--- config.mk ---
export PLATFORM = sky130hd
export DESIGN_NAME = keypad_scanner
export DESIGN_NICKNAME = d
export VERILOG_FILES = /design/src/design/keypad_pkg.sv /design/src/design/key_decode.sv /design/src/design/keypad_scanner.sv
export SDC_FILE = /design/constraint.sdc
export NUM_CORES = 1
export LEC_CHECK = 0
export BUFFER_PORTS_ARGS = -buffer_cell sky130_fd_sc_hd__buf_2
export CORE_MARGIN = 10
export CORE_UTILIZATION = 55
export CTS_BUF_LIST = sky130_fd_sc_hd__clkbuf_16
export DETAILED_ROUTE_END_ITERATION = 8
export GPL_ROUTABILITY_DRIVEN = 0
export PLACE_DENSITY = 0.74
export SYNTH_ARGS = -nofsm -noshare
export SYNTH_HDL_FRONTEND = slang
export SYNTH_HIERARCHICAL = 1
export SYNTH_SLANG_ARGS = --single-unit
export TNS_END_PERCENT = 50
--- constraint.sdc ---
create_clock -name core_clk -period 2.93 [get_ports core_clk]
set_input_delay 0.293 -clock core_clk [delete_from_list [all_inputs] [get_ports core_clk]]
set_output_delay 0.293 -clock core_clk [all_outputs]
set_load 0.05 [all_outputs]
--- src/design/keypad_pkg.sv ---
package keypad_pkg;

    // ==========================================================
    // Keypad geometry
    localparam int ROWS = 4;
    localparam int MAX_COLS = 4;

    // ==========================================================
    // Key codes
    localparam logic [4:0] CODE_STAR = 5'h0a;
    localparam logic [4:0] CODE_HASH = 5'h0b;
    localparam logic [4:0] CODE_LETTER_A = 5'h14;
    localparam logic [4:0] CODE_RESET = 5'h00;

    // ==========================================================
    // Timing
    localparam int CLK_MHZ = 100;
    localparam int ROW_SETTLE_US = 10;
    localparam int ROW_SETTLE_CYCLES = ROW_SETTLE_US * CLK_MHZ;
    localparam int DEBOUNCE_MS = 20;
    localparam int DEBOUNCE_CYCLES = DEBOUNCE_MS * 1000 * CLK_MHZ;

    // ==========================================================
    // Pin group carried as one bundle
    typedef struct packed {
        logic [ROWS-1:0] row_out;
        logic [ROWS-1:0] row_oe;
        logic [MAX_COLS-1:0] col_pull_en;
    } keypad_pins_t;

endpackage

--- src/design/key_decode.sv ---
`timescale 1ns/1ps
`default_nettype none

// Maps a row and column position to the key code; the result is registered
module key_decode (
    input wire logic core_clk,
    input wire logic rst_sync_n,
    input wire logic [1:0] row,
    input wire logic [1:0] col,
    output logic [4:0] code
);
    import keypad_pkg::*;

    logic [4:0] next_code;

    // ==========================================================
    // Position to code
    always_comb begin
        next_code = CODE_RESET;
        if (col == 2'd3) begin
            next_code = 5'(CODE_LETTER_A + 5'(row));
        end else if (row == 2'd3) begin
            case (col)
                2'd0: next_code = CODE_STAR;
                2'd1: next_code = 5'h00;
                2'd2: next_code = CODE_HASH;
                default: next_code = CODE_RESET;
            endcase
        end else begin
            next_code = 5'({row, 2'b00} - {2'b00, row} + {2'b00, col} + 4'h1);
        end
    end

    always_ff @(posedge core_clk or negedge rst_sync_n) begin
        if (!rst_sync_n) begin
            code <= CODE_RESET;
        end else begin
            code <= next_code;
        end
    end

endmodule // key_decode

`default_nettype wire

--- src/design/keypad_scanner.sv ---
`timescale 1ns/1ps
`default_nettype none

// Operation
// - Four row lines are scanned against three columns, or four when the fourth is enabled.
// - A digit key reports its own value as the key code.
// - The star key reports ten and the hash key reports eleven.
// - Scanning runs while enabled and holds on a pressed row until release; the stored code updates on every accepted press.
// - Each newly accepted press raises a one-cycle event to the host.
// - Enabling the scanner configures row outputs and column pull-ups by itself.
// - Disabling stops scanning and releases every keypad pin to the unconfigured state.
module keypad_scanner #(
    parameter int SETTLE_CYCLES = keypad_pkg::ROW_SETTLE_CYCLES,
    parameter int DEBOUNCE = keypad_pkg::DEBOUNCE_CYCLES
) (
    input wire logic core_clk,
    input wire logic rst_n,
    input wire logic enable,
    input wire logic four_columns,
    input wire logic [keypad_pkg::MAX_COLS-1:0] column_line_in,
    output keypad_pkg::keypad_pins_t pins,
    output logic [4:0] key_code,
    output logic key_event,
    output logic active
);
    import keypad_pkg::*;

    typedef enum {IDLE, SETTLE, SAMPLE, STABLE, WAIT_RELEASE} scan_state_t;

    localparam int CNT_W = $clog2(DEBOUNCE + SETTLE_CYCLES + 1);

    // ==========================================================
    // Reset release
    logic [1:0] rst_pipe;
    logic rst_sync_n;

    always_ff @(posedge core_clk or negedge rst_n) begin
        if (!rst_n) begin
            rst_pipe <= 2'b00;
        end else begin
            rst_pipe <= {rst_pipe[0], 1'b1};
        end
    end
    assign rst_sync_n = rst_pipe[1];

    // ==========================================================
    // Scan state
    scan_state_t state, next_state;
    logic [1:0] row, next_row;
    logic [1:0] hit_col, next_hit_col;
    logic [CNT_W-1:0] cnt, next_cnt;
    logic event_q, next_event;
    logic load_code, next_load;
    logic [MAX_COLS-1:0] col_mask;
    logic [MAX_COLS-1:0] pressed;
    logic any_press;
    logic [1:0] first_col;
    logic [4:0] decoded;

    // Fourth column only counts on a 4x4 pad
    assign col_mask = four_columns ? 4'hf : 4'h7;
    assign pressed = ~column_line_in & col_mask;

    // Lowest pressed column wins if two keys share a row
    always_comb begin
        first_col = 2'd0;
        any_press = |pressed;
        for (int i = MAX_COLS - 1; i >= 0; i--) begin
            if (pressed[i]) begin
                first_col = 2'(i);
            end
        end
    end

    always_comb begin
        next_state = state;
        next_row = row;
        next_hit_col = hit_col;
        next_cnt = cnt;
        next_event = 1'b0;
        next_load = 1'b0;
        case (state)
            IDLE: begin
                next_row = 2'd0;
                next_cnt = '0;
                if (enable) begin
                    next_state = SETTLE;
                end
            end
            SETTLE: begin
                // Row line and pull-ups need time before the columns are trusted
                if (cnt >= CNT_W'(SETTLE_CYCLES - 1)) begin
                    next_cnt = '0;
                    next_state = SAMPLE;
                end else begin
                    next_cnt = cnt + 1'b1;
                end
            end
            SAMPLE: begin
                if (any_press) begin
                    next_hit_col = first_col;
                    next_cnt = '0;
                    next_state = STABLE;
                end else begin
                    next_row = row + 2'd1;
                    next_cnt = '0;
                    next_state = SETTLE;
                end
            end
            STABLE: begin
                // Any bounce sends the same row back through settling rather than restarting the timer alone
                if (!pressed[hit_col]) begin
                    next_cnt = '0;
                    next_state = SETTLE;
                end else if (cnt >= CNT_W'(DEBOUNCE - 1)) begin
                    next_load = 1'b1;
                    next_state = WAIT_RELEASE;
                end else begin
                    next_cnt = cnt + 1'b1;
                end
            end
            WAIT_RELEASE: begin
                if (load_code) begin
                    next_event = 1'b1;
                end
                if (!pressed[hit_col]) begin
                    next_cnt = '0;
                    next_state = SETTLE;
                end
            end
            default: next_state = IDLE;
        endcase
        // Shutdown drops a press that was not yet accepted, so no code loads silently
        if (!enable) begin
            next_state = IDLE;
            next_load = 1'b0;
        end
    end

    always_ff @(posedge core_clk or negedge rst_sync_n) begin
        if (!rst_sync_n) begin
            state <= IDLE;
            row <= 2'd0;
            hit_col <= 2'd0;
            cnt <= '0;
            event_q <= 1'b0;
            load_code <= 1'b0;
        end else begin
            state <= next_state;
            row <= next_row;
            hit_col <= next_hit_col;
            cnt <= next_cnt;
            event_q <= next_event;
            load_code <= next_load;
        end
    end

    // ==========================================================
    // Code lookup
    key_decode u_key_decode (
        .core_clk(core_clk),
        .rst_sync_n(rst_sync_n),
        .row(row),
        .col(hit_col),
        .code(decoded)
    );

    // ==========================================================
    // Stored code, held until the next accepted press
    logic [4:0] next_key_code;

    always_comb begin
        next_key_code = key_code;
        if (load_code) begin
            next_key_code = decoded;
        end
    end

    always_ff @(posedge core_clk or negedge rst_sync_n) begin
        if (!rst_sync_n) begin
            key_code <= CODE_RESET;
        end else begin
            key_code <= next_key_code;
        end
    end

    // ==========================================================
    // Pin drive: active row low, others released; all off when idle
    keypad_pins_t next_pins;

    always_comb begin
        next_pins = '0;
        if (next_state != IDLE) begin
            next_pins.row_oe[next_row] = 1'b1;
            next_pins.col_pull_en = col_mask;
        end
    end

    always_ff @(posedge core_clk or negedge rst_sync_n) begin
        if (!rst_sync_n) begin
            pins <= '0;
        end else begin
            pins <= next_pins;
        end
    end

    assign key_event = event_q;
    assign active = (state != IDLE);
endmodule // keypad_scanner

`default_nettype wire

==> impl_metrics.csv <==
group,metric,value,unit
setup_path,critical_path.top_delay_family,"simple AND/OR/NAND/NOR gates",
finish,n_antenna_cell,0,
power,p_clk_frac,0.502,
yosys,synth_common_cells,"77 x dfrtp_1, 36 x nand2_1, 18 x a2bb2oi_1, 18 x nor2_1, 17 x o21ai_0",
routing,drt_iter0_drc,163,
clock_network,cts_buffers,9,
setup_path,crit_fanout,7,
routing,drt_first_pass_iters,4,
global_routing,grt.overflow.total,0,
clock_network,cts_setup_buffers,0,
power,power_leakage,1.88,nW
finish,post-route-util,0.652,
die,start_util,0.568,
routing,wl_per_cell,14.6,um
yosys,synth_simple_gate_area_share,0.188,
yosys,async_flop_share,1.00,
finish,drive_gt1_frac,0.187,
finish,multi_input_area,1610,um^2
clock_network,cts_tree,"yes",
clock_network,clk_pin_slew,0.06,ns
setup_path,rr_worst_depth,8,
finish,fin_nets,397,
sta,max_freq,397,MHz
yosys,synth_seq_area_share,0.534,
sta,setup-tns-final,0,ns
sta,period_minus_slack,2.52,ns
routing,routed_wl,6740,um
global_routing,grt_pass1_wl,11700,um
setup_path,cpPeakStageDelay,0.64,ns
die,dieArea,10200,um^2
sta,maxSlewViolCount,0,
yosys,synthMuxAreaShare,0.0212,
power,p_sw_frac,0.202,
routing,drc,0,
global_routing,antenna_found_initial,0,
clock_network,cts_max_level,3,
flow_run,maxCapViolations,0,
global_routing,grt_usage,0.142,
yosys,synth_top_family_by_area,"simple AND/OR/NAND/NOR gates",
run_status,outcome,"complete, no violations",
yosys,synth_warnings,6,
yosys,synth_fa_ha_area_frac,0.0298,
power,pwr-share-seq,0.476,
sta,skew,0.00711,ns
setup_path,crit_chain,"nor4_1 > nand4_1 > or4_1 > nand2b_1 > buf_2",
finish,fill_cells,506,
setup_path,rrSetupSlack,0.59,ns
setup_path,arrival,2.22,ns
sta,rsz0062_at_grt,"false",
die,pin_count,27,
clock_network,clock_sinks,77,
die,placeableCoreArea,6350,um^2
yosys,synth_flop_cell,"dfrtp_1",
yosys,yosysTopAreaCellShare,0.534,
setup_path,worstSetupPathDepth,5,
setup_path,worst_setup_path_endpoint,"active",
setup_path,crit_path_end_kind,"primary output",
die,die_h,101,um
die,die_width,101,um
setup_path,regToRegEndpoint,"cnt[18]$_DFFE_PN0P_",
power,power_switching,465,uW
yosys,synth_xor_area_frac,0.00243,
setup_path,critical_path_required,2.64,ns
clock_network,clockBufferDepth,2,
routing,via_per_inst,5.53,
clock_network,cts-resized-gates,0,
power,power.density,556,nW/um^2
die,placementRows,29,
yosys,synth_seq_cells,77,
setup_path,r2r_start,"state[3]$_DFF_PN0_",
yosys,synth_compound_area_frac,0.168,
setup_path,slowest_stage,"or4_1",
sta,hold_viol,0,
hold_path,hold_class,"primary input to flop",
yosys,synth.largest_area_cell,"dfrtp_1",
yosys,synthTopCellsByArea,"dfrtp_1 53%, a2bb2oi_1 4.4%, nand2_1 3.7%, ha_1 2.4%, o21ai_0 2.4%",
yosys,synth_edf_count,0,
setup_path,worstSetupPathType,"flop to primary output",
global_routing,grt_max_degree,35,
power,total_power,2.30,mW
yosys,syn_inst,333,
power,p_int,1.84,mW
setup_path,crit_buf_inv,1,
finish,syn_to_final_growth,14.7,%
yosys,synth.most_common_cell,"dfrtp_1",
clock_network,clkLatencyLatePin,0.33,ns
sta,period_share,0.859,
clock_network,cts_root_buffer,"clkbuf_16",
place,port-buffer-count,22,
power,ir_worst_vdd,0.000430,V
yosys,syn_area,3610,um^2
yosys,syn_area_per_cell,10.8,um^2
power,pwr-share-comb,0.022,
place,hpwl,4610,um
setup_path,crit_start,"state[24]$_DFF_PN0_",
finish,regArea,1930,um^2
setup_path,start_kind,"flop",
global_routing,grt_pass1_vias,2588,
routing,antenna_left,0,
yosys,synth.distinct_cells,58,
sta,setup-violations-final,0,
routing,dr_total_vias,2553,
[worst min-delay path by stage]
| stage | startpoint | to | slack [ns] | cells after the start |
|---|---|---|---|---|
| 2_1_floorplan | rst_n | rst_pipe[0]$_DFF_PN0_ | -0.003 | 0 |
| 3_3_place_gp | rst_n | rst_pipe[0]$_DFF_PN0_ | 0.08 | 1 |
| 3_5_place_dp | rst_n | rst_pipe[0]$_DFF_PN0_ | 0.08 | 1 |
| 4_1_cts | column_line_in[1] | hit_col[0]$_DFFE_PN0P_ | 0.15 | 2 |
| 5_1_grt | column_line_in[1] | hit_col[0]$_DFFE_PN0P_ | 0.18 | 2 |
| 6_report | column_line_in[1] | hit_col[0]$_DFFE_PN0P_ | 0.16 | 2 |
[kinds of logic (layout without fill, tap and decap cells)]
kind of cell / Yosys count / after routing
mux: 7 / 7
simple gates: 123 / 123
buf+inv: 33 / 53
xor+xnor: 1 / 1
fa+ha+maj: 8 / 8
compound gates: 82 / 82
other cells: 2 / 34
flops: 77 / 77
[repair_timing]
action                                  4_1_cts  5_1_grt
endpoints found under the hold margin         2        0
hold buffers                                  1        0
endpoints found under the setup margin        0        0
[power by group through the flow]
| stage | Clock, mW | Combinational, mW | Sequential [mW] |
|---|---|---|---|
| 2_1_floorplan | 0 | 0.0268 | 1.12 |
| 3_3_place_gp | 0 | 0.0483 | 1.11 |
| 3_5_place_dp | 0 | 0.0490 | 1.12 |
| 4_1_cts | 1.17 | 0.0505 | 1.10 |
| 5_1_grt | 1.22 | 0.0590 | 1.10 |
| 6_report | 1.16 | 0.0503 | 1.10 |
[layout make-up]
| type | count | area share |
|---|---|---|
| Clock buffer | 9 | 0.0544 |
| Clock inverter | 6 | 0.0212 |
| Inverter | 10 | 0.00907 |
| Multi-Input combinational cell | 255 | 0.388 |
| Sequential cell | 77 | 0.466 |
| Tap cell | 77 | 0.0233 |
| Timing Repair Buffer | 28 | 0.0381 |
[metal layers]
metal,vias up,GRT usage,share of wire
met5,-,0,0
met4,0,0.0525,0.015
met3,11,0.0418,0.038
met2,38,0.233,0.50
met1,1234,0.174,0.45
li1,1270,-,-
[metrics by stage]
stage | hold slack (ns) | instances | cell area [um^2] | setup WS, ns
finish | 0.162 | 462 | 4140 | 0.413
global route | 0.179 | 462 | 4140 | 0.267
CTS | 0.155 | 462 | 4140 | 0.378
detailed placement | 0.0807 | 446 | 3810 | 0.594
global placement | 0.0788 | 446 | 3810 | 0.717
floorplan | -0.00259 | 365 | 3730 | 0.627
[cells in the final DEF, fill, tap and decap left out, types with 3 or more instances in the layout]
master     Yosys  layout
nor3_1         6       6
buf_2          5      22
nand2b_1       7       7
nor4_1         9       9
dfrtp_1       77      76
a2bb2oi_1     18      18
nand3_1        8       8
nand4_1        6       6
mux2_2         5       5
o31ai_1       10      10
conb_1         2      34
nand2_1       36      36
o21ai_2        9       9
nor3b_1        3       3
inv_1          9       9
or3_1          8       8
a311oi_1       3       3
nor2_1        18      18
o21ai_0       17      17
ha_1           7       7
nand3b_1       3       3
a31oi_1        4       4
clkbuf_16      0       9
buf_4          6       5
a21oi_1       10      10
[registers in the layout, indices dropped and copies added (netlist names)]
signal,flops
state,32
cnt,21
pins,6
key_code,5
u_key_decode/code,5
hit_col,2
row,2
rst_pipe,2
key_event,1
load_code,1
[worst reg2reg max path: cells and delay by family, from the launching register on]
family          cells  cell delay, ns
simple gates        3            0.87
compound gates      4            0.69
flops               1            0.36
buf+inv             1            0.30
Note: power is estimated with default switching activity, not from simulation.
